**src/logic/utsp_pkg.sv**
```systemverilog
// package for the usb token/status/transceiver control register group
// assumes a 32-bit plain register port with byte addresses
package utsp_pkg;
    // -------------------------------------------------------------
    // register offsets
    // -------------------------------------------------------------
    localparam logic [7:0] ADDR_FRAME = 8'h28;
    localparam logic [7:0] ADDR_PID = 8'h2C;
    localparam logic [7:0] ADDR_EP = 8'h30;
    localparam logic [7:0] ADDR_EPMASK = 8'h34;
    localparam logic [7:0] ADDR_OTGMASK = 8'h38;
    localparam logic [7:0] ADDR_PWR = 8'h3C;
    localparam logic [7:0] ADDR_XCVR = 8'h40;
    localparam logic [7:0] ADDR_IRQ_STAT = 8'h44;
    localparam logic [7:0] ADDR_IRQ_MASK = 8'h48;
    // -------------------------------------------------------------
    // field positions
    // -------------------------------------------------------------
    localparam int FRAME_HI_LSB = 8;
    localparam int EP_VALID_BIT = 4;
    localparam int PWR_VALID_BIT = 8;
    localparam int XCVR_PD_DIS_BIT = 18;
    localparam int XCVR_RST_CAUSE_BIT = 13;
    localparam int XCVR_RES_CAUSE_BIT = 12;
    localparam int XCVR_FILT_LSB = 8;
    localparam int XCVR_SUSP_BIT = 7;
    localparam int XCVR_CONF_LSB = 4;
    localparam logic [4:0] EP_MARKER = 5'h10;
    localparam logic [3:0] PID_SOF = 4'h5;
    // interrupt status bits
    localparam int IRQ_TOKEN = 0;
    localparam int IRQ_RESET = 1;
    localparam int IRQ_RESUME = 2;
    localparam int IRQ_LINE = 3;
    localparam int IRQ_W = 4;
    // reset values
    localparam logic [31:0] RST_ZERO = 32'h0000_0000;

    typedef struct packed {
        logic valid;
        logic [3:0] pid;
        logic [3:0] endp;
        logic [10:0] frame;
        logic crc_ok;
        logic addr_ok;
    } utsp_token_t;

    typedef struct packed {
        logic valid;
        logic [4:0] endp;
    } utsp_rx_ep_t;
endpackage : utsp_pkg

```
**src/logic/utsp_top.sv**
```systemverilog
// usb token status and transceiver control register group
// assumes token decode results arrive synchronous to clock, one cycle valid
//
// What this block does
// writable 11-bit frame counter, written and read as one field in bits 10:0
// capture four-bit pid of last received packet, read-only, resets zero
// read-only copy of endpoint of last received token
// valid bit beside captured endpoint, clear otherwise
// sixteen-bit writable per-endpoint marking mask, resets zero
// marked endpoint presented on receive port ORed with 0x10
// pulldown-disable bit turns pulldowns off through the single pulldown_en output
// se0 auto-resume sets reset-cause bit until software writes zero
// k auto-resume sets resume-cause bit until software writes zero
// line-state change propagated after 2^field cycles, glitches filtered
// suspend control bit lets hardware handle resume, else software polls
// three-bit field drives transceiver configuration pins directly
// token good only with crc and address match; flagged
// sof token loads frame counter; software writes overwrite it
// reserved bits read zero, writes ignored
`timescale 1ns/100ps
module utsp_top
    import utsp_pkg::*;
(
    input wire logic clock,
    input wire logic srst,
    input wire logic [7:0] addr,
    input wire logic [31:0] wdata,
    input wire logic wr,
    input wire logic rd,
    output logic [31:0] rdata,
    input wire utsp_token_t token,
    input wire logic [1:0] line_state,
    input wire logic suspended,
    input wire logic [3:0] otg_flags_in,
    output utsp_rx_ep_t rx_ep,
    output logic token_decoded_flag,
    output logic [1:0] line_state_filt,
    output logic resume_req,
    output logic pulldown_en,
    output logic [2:0] transceiver_config_pins,
    output logic [31:0] otg_flags_masked,
    output logic power_signal_valid,
    output logic [7:0] power_signal_value,
    output logic irq
);
    // -------------------------------------------------------------
    // registers
    // -------------------------------------------------------------
    logic [10:0] frame_q;
    logic [3:0] pid_q;
    logic [3:0] ep_q;
    logic ep_valid_q;
    logic [15:0] ep_mask_q;
    logic [31:0] otg_mask_q;
    logic [7:0] pwr_data_q;
    logic pwr_valid_q;
    logic pd_dis_q;
    logic rst_cause_q;
    logic res_cause_q;
    logic [3:0] filt_q;
    logic susp_ctl_q;
    logic [2:0] conf_q;
    logic [IRQ_W-1:0] irq_stat_q;
    logic [IRQ_W-1:0] irq_mask_q;
    logic [1:0] ls_filt_q;
    logic [15:0] ls_cnt_q;
    logic [1:0] ls_cand_q;
    logic good_tok;
    logic resume_se0;
    logic resume_k;
    logic ls_change;
    logic [16:0] ls_limit;
    logic wr_xcvr;

    assign good_tok = token.valid && token.crc_ok && token.addr_ok;
    assign wr_xcvr = wr && addr == ADDR_XCVR;
    assign ls_limit = 17'(1) << filt_q;
    assign ls_change = ls_filt_q != ls_q_next(ls_cand_q);
    assign resume_se0 = susp_ctl_q && suspended && ls_change
        && ls_cand_q == 2'h0;
    assign resume_k = susp_ctl_q && suspended && ls_change
        && ls_cand_q == 2'h2;

    function automatic logic [1:0] ls_q_next(input logic [1:0] c);
        ls_q_next = c;
    endfunction : ls_q_next

    // -------------------------------------------------------------
    // frame counter
    // -------------------------------------------------------------
    always_ff @(posedge clock)
    begin
        if (srst)
            frame_q <= 11'h000;
        else if (wr && addr == ADDR_FRAME)
            frame_q <= wdata[10:0];
        else if (good_tok && token.pid == PID_SOF)
            frame_q <= token.frame;
    end

    // -------------------------------------------------------------
    // token capture
    // -------------------------------------------------------------
    always_ff @(posedge clock)
    begin
        if (srst)
        begin
            pid_q <= 4'h0;
            ep_q <= 4'h0;
            ep_valid_q <= 1'b0;
            token_decoded_flag <= 1'b0;
            rx_ep <= '0;
        end
        else
        begin
            token_decoded_flag <= good_tok;
            rx_ep.valid <= good_tok;
            if (good_tok)
            begin
                pid_q <= token.pid;
                ep_q <= token.endp;
                ep_valid_q <= 1'b1;
                if (ep_mask_q[token.endp])
                    rx_ep.endp <= {1'b0, token.endp} | EP_MARKER;
                else
                    rx_ep.endp <= {1'b0, token.endp};
            end
        end
    end

    // -------------------------------------------------------------
    // software control registers
    // -------------------------------------------------------------
    always_ff @(posedge clock)
    begin
        if (srst)
        begin
            ep_mask_q <= 16'h0000;
            otg_mask_q <= 32'h0000_0000;
            pwr_data_q <= 8'h00;
            pwr_valid_q <= 1'b0;
            pd_dis_q <= 1'b0;
            filt_q <= 4'h0;
            susp_ctl_q <= 1'b0;
            conf_q <= 3'h0;
            irq_mask_q <= '0;
        end
        else if (wr)
        begin
            if (addr == ADDR_EPMASK)
                ep_mask_q <= wdata[15:0];
            if (addr == ADDR_OTGMASK)
                otg_mask_q <= wdata;
            if (addr == ADDR_PWR)
            begin
                pwr_data_q <= wdata[7:0];
                pwr_valid_q <= wdata[PWR_VALID_BIT];
            end
            if (wr_xcvr)
            begin
                pd_dis_q <= wdata[XCVR_PD_DIS_BIT];
                filt_q <= wdata[XCVR_FILT_LSB+:4];
                susp_ctl_q <= wdata[XCVR_SUSP_BIT];
                conf_q <= wdata[XCVR_CONF_LSB+:3];
            end
            if (addr == ADDR_IRQ_MASK)
                irq_mask_q <= wdata[IRQ_W-1:0];
        end
    end

    // -------------------------------------------------------------
    // line-state filter
    // -------------------------------------------------------------
    always_ff @(posedge clock)
    begin
        if (srst)
        begin
            ls_filt_q <= 2'h0;
            ls_cand_q <= 2'h0;
            ls_cnt_q <= 16'h0000;
        end
        else if (line_state != ls_cand_q)
        begin
            ls_cand_q <= line_state;
            ls_cnt_q <= 16'h0001;
        end
        else if (ls_cand_q != ls_filt_q)
        begin
            if ({1'b0, ls_cnt_q} >= ls_limit)
                ls_filt_q <= ls_cand_q;
            else
                ls_cnt_q <= ls_cnt_q + 16'h0001;
        end
    end

    // -------------------------------------------------------------
    // resume cause flags
    // -------------------------------------------------------------
    logic ls_commit;
    assign ls_commit = line_state == ls_cand_q && ls_cand_q != ls_filt_q
        && {1'b0, ls_cnt_q} >= ls_limit;

    always_ff @(posedge clock)
    begin
        if (srst)
        begin
            rst_cause_q <= 1'b0;
            res_cause_q <= 1'b0;
            resume_req <= 1'b0;
        end
        else
        begin
            resume_req <= ls_commit && (resume_se0 || resume_k);
            if (ls_commit && resume_se0)
                rst_cause_q <= 1'b1;
            else if (wr_xcvr && !wdata[XCVR_RST_CAUSE_BIT])
                rst_cause_q <= 1'b0;
            if (ls_commit && resume_k)
                res_cause_q <= 1'b1;
            else if (wr_xcvr && !wdata[XCVR_RES_CAUSE_BIT])
                res_cause_q <= 1'b0;
        end
    end

    // -------------------------------------------------------------
    // outputs
    // -------------------------------------------------------------
    always_ff @(posedge clock)
    begin
        if (srst)
        begin
            line_state_filt <= 2'h0;
            pulldown_en <= 1'b1;
            transceiver_config_pins <= 3'h0;
            otg_flags_masked <= 32'h0000_0000;
            power_signal_valid <= 1'b0;
            power_signal_value <= 8'h00;
        end
        else
        begin
            line_state_filt <= ls_filt_q;
            pulldown_en <= !pd_dis_q;
            transceiver_config_pins <= conf_q;
            otg_flags_masked <= {28'h0, otg_flags_in} & otg_mask_q;
            power_signal_valid <= pwr_valid_q;
            power_signal_value <= pwr_data_q;
        end
    end

    // -------------------------------------------------------------
    // interrupts
    // -------------------------------------------------------------
    logic [IRQ_W-1:0] irq_set;
    assign irq_set = {ls_commit, ls_commit && resume_k,
        ls_commit && resume_se0, good_tok};

    always_ff @(posedge clock)
    begin
        if (srst)
        begin
            irq_stat_q <= '0;
            irq <= 1'b0;
        end
        else
        begin
            if (rd && addr == ADDR_IRQ_STAT)
                irq_stat_q <= irq_set;
            else
                irq_stat_q <= irq_stat_q | irq_set;
            irq <= |(irq_stat_q & irq_mask_q);
        end
    end

    // -------------------------------------------------------------
    // read mux
    // -------------------------------------------------------------
    always_ff @(posedge clock)
    begin
        if (srst)
            rdata <= RST_ZERO;
        else if (rd)
        begin
            unique case (addr)
                ADDR_FRAME: rdata <= {21'h0, frame_q};
                ADDR_PID: rdata <= {28'h0, pid_q};
                ADDR_EP: rdata <= {27'h0, ep_valid_q, ep_q};
                ADDR_EPMASK: rdata <= {16'h0, ep_mask_q};
                ADDR_OTGMASK: rdata <= otg_mask_q;
                ADDR_PWR: rdata <= {23'h0, pwr_valid_q, pwr_data_q};
                ADDR_XCVR: rdata <= {13'h0, pd_dis_q, 4'h0, rst_cause_q,
                    res_cause_q, filt_q, susp_ctl_q, conf_q, 4'h0};
                ADDR_IRQ_STAT: rdata <= {28'h0, irq_stat_q};
                ADDR_IRQ_MASK: rdata <= {28'h0, irq_mask_q};
                default: rdata <= RST_ZERO;
            endcase
        end
        else
            rdata <= RST_ZERO;
    end

    // -------------------------------------------------------------
    // checks
    // -------------------------------------------------------------
    property p_frame_load;
        @(posedge clock) disable iff (srst)
        good_tok && token.pid == PID_SOF && !wr
            |=> frame_q == $past(token.frame);
    endproperty
    a_frame_load: assert property (p_frame_load)
        else $error("frame counter not loaded from sof");

    property p_ep_valid;
        @(posedge clock) disable iff (srst)
        good_tok |=> ep_valid_q && ep_q == $past(token.endp);
    endproperty
    a_ep_valid: assert property (p_ep_valid)
        else $error("endpoint capture wrong");

    property p_pid;
        @(posedge clock) disable iff (srst)
        good_tok |=> pid_q == $past(token.pid);
    endproperty
    a_pid: assert property (p_pid)
        else $error("pid capture wrong");

    property p_marker;
        @(posedge clock) disable iff (srst)
        good_tok && ep_mask_q[token.endp] |=> rx_ep.endp[4] && rx_ep.valid;
    endproperty
    a_marker: assert property (p_marker)
        else $error("marked endpoint without marker");

    property p_bad_tok;
        @(posedge clock) disable iff (srst)
        token.valid && !token.crc_ok |=> !token_decoded_flag;
    endproperty
    a_bad_tok: assert property (p_bad_tok)
        else $error("bad token flagged");

    property p_pulldown;
        @(posedge clock) disable iff (srst)
        wr_xcvr ##1 1'b1 |=> pulldown_en == !$past(wdata[XCVR_PD_DIS_BIT], 2);
    endproperty
    a_pulldown: assert property (p_pulldown)
        else $error("pulldown enable wrong");

    property p_rst_cause;
        @(posedge clock) disable iff (srst)
        ls_commit && resume_se0 |=> rst_cause_q;
    endproperty
    a_rst_cause: assert property (p_rst_cause)
        else $error("reset cause not set");

    property p_res_cause_hold;
        @(posedge clock) disable iff (srst)
        res_cause_q && !wr_xcvr |=> res_cause_q;
    endproperty
    a_res_cause_hold: assert property (p_res_cause_hold)
        else $error("resume cause lost");

    property p_conf;
        @(posedge clock) disable iff (srst)
        wr_xcvr ##1 1'b1 |=> transceiver_config_pins == $past(wdata[6:4], 2);
    endproperty
    a_conf: assert property (p_conf)
        else $error("config pins wrong");

    property p_filter;
        @(posedge clock) disable iff (srst)
        filt_q == 4'h2 && $changed(line_state) ##1 $stable(line_state)
            |-> $stable(ls_filt_q);
    endproperty
    a_filter: assert property (p_filter)
        else $error("line state passed too early");
endmodule : utsp_top

```
**config.mk**
```make
export PLATFORM = sky130hd
export DESIGN_NAME = utsp_top
export DESIGN_NICKNAME = d
export VERILOG_FILES = /design/src/logic/utsp_pkg.sv /design/src/logic/utsp_top.sv
export SDC_FILE = /design/constraint.sdc
export NUM_CORES = 1
export LEC_CHECK = 0
export ABC_AREA = 1
export ABC_CLOCK_PERIOD_IN_PS = 6300
export BUFFER_PORTS_ARGS = -buffer_cell sky130_fd_sc_hd__buf_4
export CAP_MARGIN = 20
export CELL_PAD_IN_SITES_DETAIL_PLACEMENT = 2
export CELL_PAD_IN_SITES_GLOBAL_PLACEMENT = 2
export CORE_MARGIN = 4
export CORE_UTILIZATION = 34
export CTS_BUF_LIST = sky130_fd_sc_hd__clkbuf_4
export DETAILED_ROUTE_END_ITERATION = 6
export PLACE_DENSITY_LB_ADDON = 0.1
export SETUP_SLACK_MARGIN = 0.02
export SYNTH_ARGS = -nofsm -noshare
export SYNTH_HDL_FRONTEND = slang
export SYNTH_SLANG_ARGS = --single-unit
```
**constraint.sdc**
```tcl
create_clock -name clock -period 6.3 [get_ports clock]
set_input_delay 0.945 -clock clock [delete_from_list [all_inputs] [get_ports clock]]
set_output_delay 0.945 -clock clock [all_outputs]
set_load 0.01 [all_outputs]
```
==> metrics.md <==
| Metric | Value |
|---|---|
| Drt via density | between 5 and 6 |
| Beginning of the critical path | filt_q[0] |
| Worst Max-Slew Pin Slew | slightly above 0.9 ns |
| Design area | about 0.0089 sq mm |
| GRT overflow | 0 |
| Min-delay worst type | reg2reg |
| Syn Inst Count | just over 1000 |
| TritonCTS clock tree | yes |
| Vias in the first global route | 7348 |
| GRT Util Overall | 21.02% |
| Layout cells sized above 1 | 16.89% |
| DRC viols | 0 |
| I/O Buffers | 132 |
| Hold_buf cts | 0 |
| Post-synth top flop | dfxtp_1 |
| Final setup viols | 0 |
| Post-synthesis sequential area ratio | 45.13% |
| Max Fclk | about 0.35 GHz |
| Outcome | complete, no violations |
| Post-synth EDFFs | 0 |
| H-tree depth | 4 |
| Worst Path Required | 6.82 ns |
| Crit path arrival time | 3.40 ns |
| Min Tclk post-route | 2.884 ns |
| Clk slew on worst S/H paths | 0.16 ns |
| Largest net degree at the start of global routing | between 60 and 70 |
| Post-CTS Resized | 0 |
| RR Startpoint | filt_q[0] |
| Pwr dens | 221.7 mW/mm^2 |
| Clk sinks | 171 |
| Area of the multi-input gates | 0.003418 sq mm |
| Drt pass-1 iters | 5 |
| Area delta synth->final | 17.50% |
| Worst-case vdd ir drop | roughly 0.00011 V |
| Yosys warning count | 0 |
| Initial Util | 34.65% |
| Busiest grt layer | met2 |
| Slowest-stage cell, CP | dfxtp_1 |
| Most frequent CP cell | nand2_1 |
| Met2 usage | 37.72% |
| Worst-Skew Late Latency | 0.58 ns |
| Hold path startpoint | pd_dis_q |
| Wire length per cell | 18.51 um |
| DP Area | 0.008569 sq mm |
| CTS buffer count | 17 |
| WS Path Type | reg2reg |
| Static Leakage | 0.003528 uW |
| DP HPWL | approximately 19000 um |
| Die H | 157.4 um |
| Final wirelength | 26130 um |
| Met1 usage | 25.91% |
| Die area | 0.02477 sq mm |
| Slew Viols, Final | 0 |
| Initial antenna violation count | 1 |
| Crit-path cells | clkinv_1 -> nand4_1 -> ha_1 -> nand2_1 -> inv_1 -> nand2_1 -> nand2_1 -> nand2_1 -> nand2_1 -> nor2_4 -> nand3_4 -> inv_2 -> nand2_1 -> a21oi_1 |
| Final Hold Vio Count | 0 |
| # rows | 54 |
| Final #Nets | 1208 |
| Post-Syn Area per Cell | 7.467 sq um |
| FF/Latch Area | 0.003423 sq mm |
| Asr flop ratio synth | 0% |
| Final ANT Viol Nets | 0 |
| CP max stage delay | around 0.56 ns |
| Max-Cap Viols | 0 |
| Ports | approximately 160 |
| DIE WIDTH | 157.4 um |
| Buffers inserted by post-CTS timing repair | 0 |
| Core area | 0.02189 sq mm |
| Clk_skew | 0.02244 ns |
| Seq cells post-synth | ~170 |
| CTS Root Cell | clkbuf_4 |
| CP Launch Type | flip-flop |
| Drt initial violations | ~350 |
| Met3 Usage GRT | 3.437% |
| Fillers | 2651 |
| Critical path endpoint category | flip-flop |
| GPL Wtd Cong | 0.7959 |
| RSZ-0062 raised after global routing | false |
| Syn Std Cell Area | roughly 0.0076 sq mm |
| Total number of vias | ~7000 |
| Critical path peak fanout | 17 |
| Yosys cell types | 40 |
| Relative slew slack | 38.35% |
| First-pass GRT wire length | 40440 um |
| CTS Buffer Depth | 2 |
| Setup TNS | 0 ns |
| Crit share post-route | 45.78% |
path summary, 6_finish.rpt:
kind / to / slack (ns) / depth (start not counted)
worst min register to register: pulldown_en / 0.41 / 1
worst max register to register: ls_cnt_q[9] / 3.42 / 14
worst min-delay path: pulldown_en / 0.41 / 1
worst max-delay path: ls_cnt_q[9] / 3.42 / 14
through the flow:
| step | worst slack [ns] | total power (uW) | utilization, % | instances | hold WS (ns) |
|---|---|---|---|---|---|
| final | 3.416 | 1976 | 40.72 | 1412 | 0.4124 |
| after global routing | 3.042 | 2067 | 40.72 | 1412 | 0.4305 |
| after CTS | 3.372 | 2000 | 40.58 | 1410 | 0.4136 |
| after detailed placement | 2.882 | 1275 | 39.15 | 1378 | 0.4148 |
| after global placement | 3.023 | 1273 | 39.15 | 1378 | 0.3986 |
| after floorplan | 4.112 | 1212 | - | 1043 | 0.3796 |
layout by cell type (no fill, tap or decap), drive strengths merged, types with 2 or more instances in the layout:
cell type / n
nor3: 17
bufinv: 3
nand2: 223
clkinv: 10
nand4: 19
inv: 105
a21oi: 127
buf: 133
nor2: 85
xor2: 10
ha: 17
o21ai: 85
dfxtp: 171
conb: 28
nand3: 43
o22ai: 11
xnor2: 7
clkbuf: 17
o211ai: 5
o2111ai: 4
a211oi: 3
a21o: 2
cell families (layout without fill, tap and decap cells):
group                    count (synthesis)  after routing  share of synthesized area, %
flip-flops                             171            171                         45.13
AND/OR/NAND/NOR                        390            390                         22.22
other                                    1             29                       0.04943
XOR/XNOR                                17             17                         1.963
AO/OA/AOI/OAI                          240            240                         16.69
adder cells (fa/ha/maj)                 17             17                         2.804
buffers and inverters                  180            268                         11.15
critical path: cells and delay by family, from the launching register on:
family | cells | cell delay, ns
buffers and inverters | 3 | 0.74
AOI/OAI and AO/OA | 1 | 0.15
adders and majority gates | 1 | 0.26
DFF | 1 | 0.56
and+or+nand+nor | 9 | 1.11
Yosys cell counts (5+ instances only):
cell        n  area [sq um]
nand3_1    38         190.2
ha_1       17         212.7
clkbuf_1   22         82.58
nor2_2      5         31.28
dfxtp_1   171          3423
buf_2      14         70.07
xnor2_1     7         61.31
nor3_1     15         75.07
nand2_1   218         818.3
nand2_2     5         31.28
inv_2       6         22.52
a21oi_1   127         635.6
inv_1      93         349.1
o22ai_1    11         68.82
nor2_1     77         289.0
buf_4      32         240.2
xor2_1     10         87.58
o211ai_1    5         37.54
o21ai_0    80         400.4
nand4_1    19         118.9
final cells by class:
cell class	instances	area share, %
inverters	103	4.337
flip-flops and latches	171	38.41
clock buffers	17	1.432
diodes	1	0.02807
multi-input cells	692	38.35
well taps	280	3.930
clock inverters	15	2.092
repair buffers	133	11.43
registers in the layout (all words and copies together) (netlist names), 3 cells and up:
signal	flops
irq_mask_q	4
frame_q	11
otg_flags_masked	4
rx_ep	5
otg_mask_q	32
irq_stat_q	4
rdata	32
transceiver_config_pins	3
pwr_data_q	8
conf_q	3
ep_mask_q	16
filt_q	4
ls_cnt_q	16
pid_q	4
power_signal_value	8
routing by layer:
layer / part of all wire (%) / vias to the layer above
met2: 51 / 132
met4: 2.3 / 0
met5: 0 / -
met3: 3.5 / 32
li1: - / 3466
met1: 43 / 3467
where the power goes:
part	leakage (uW)	internal, uW	switching [uW]
clock network	0.000170	285	440
logic	0.00198	53.4	99.5
registers	0.00138	1090	6.92
(Power assumes the default switching activity.)
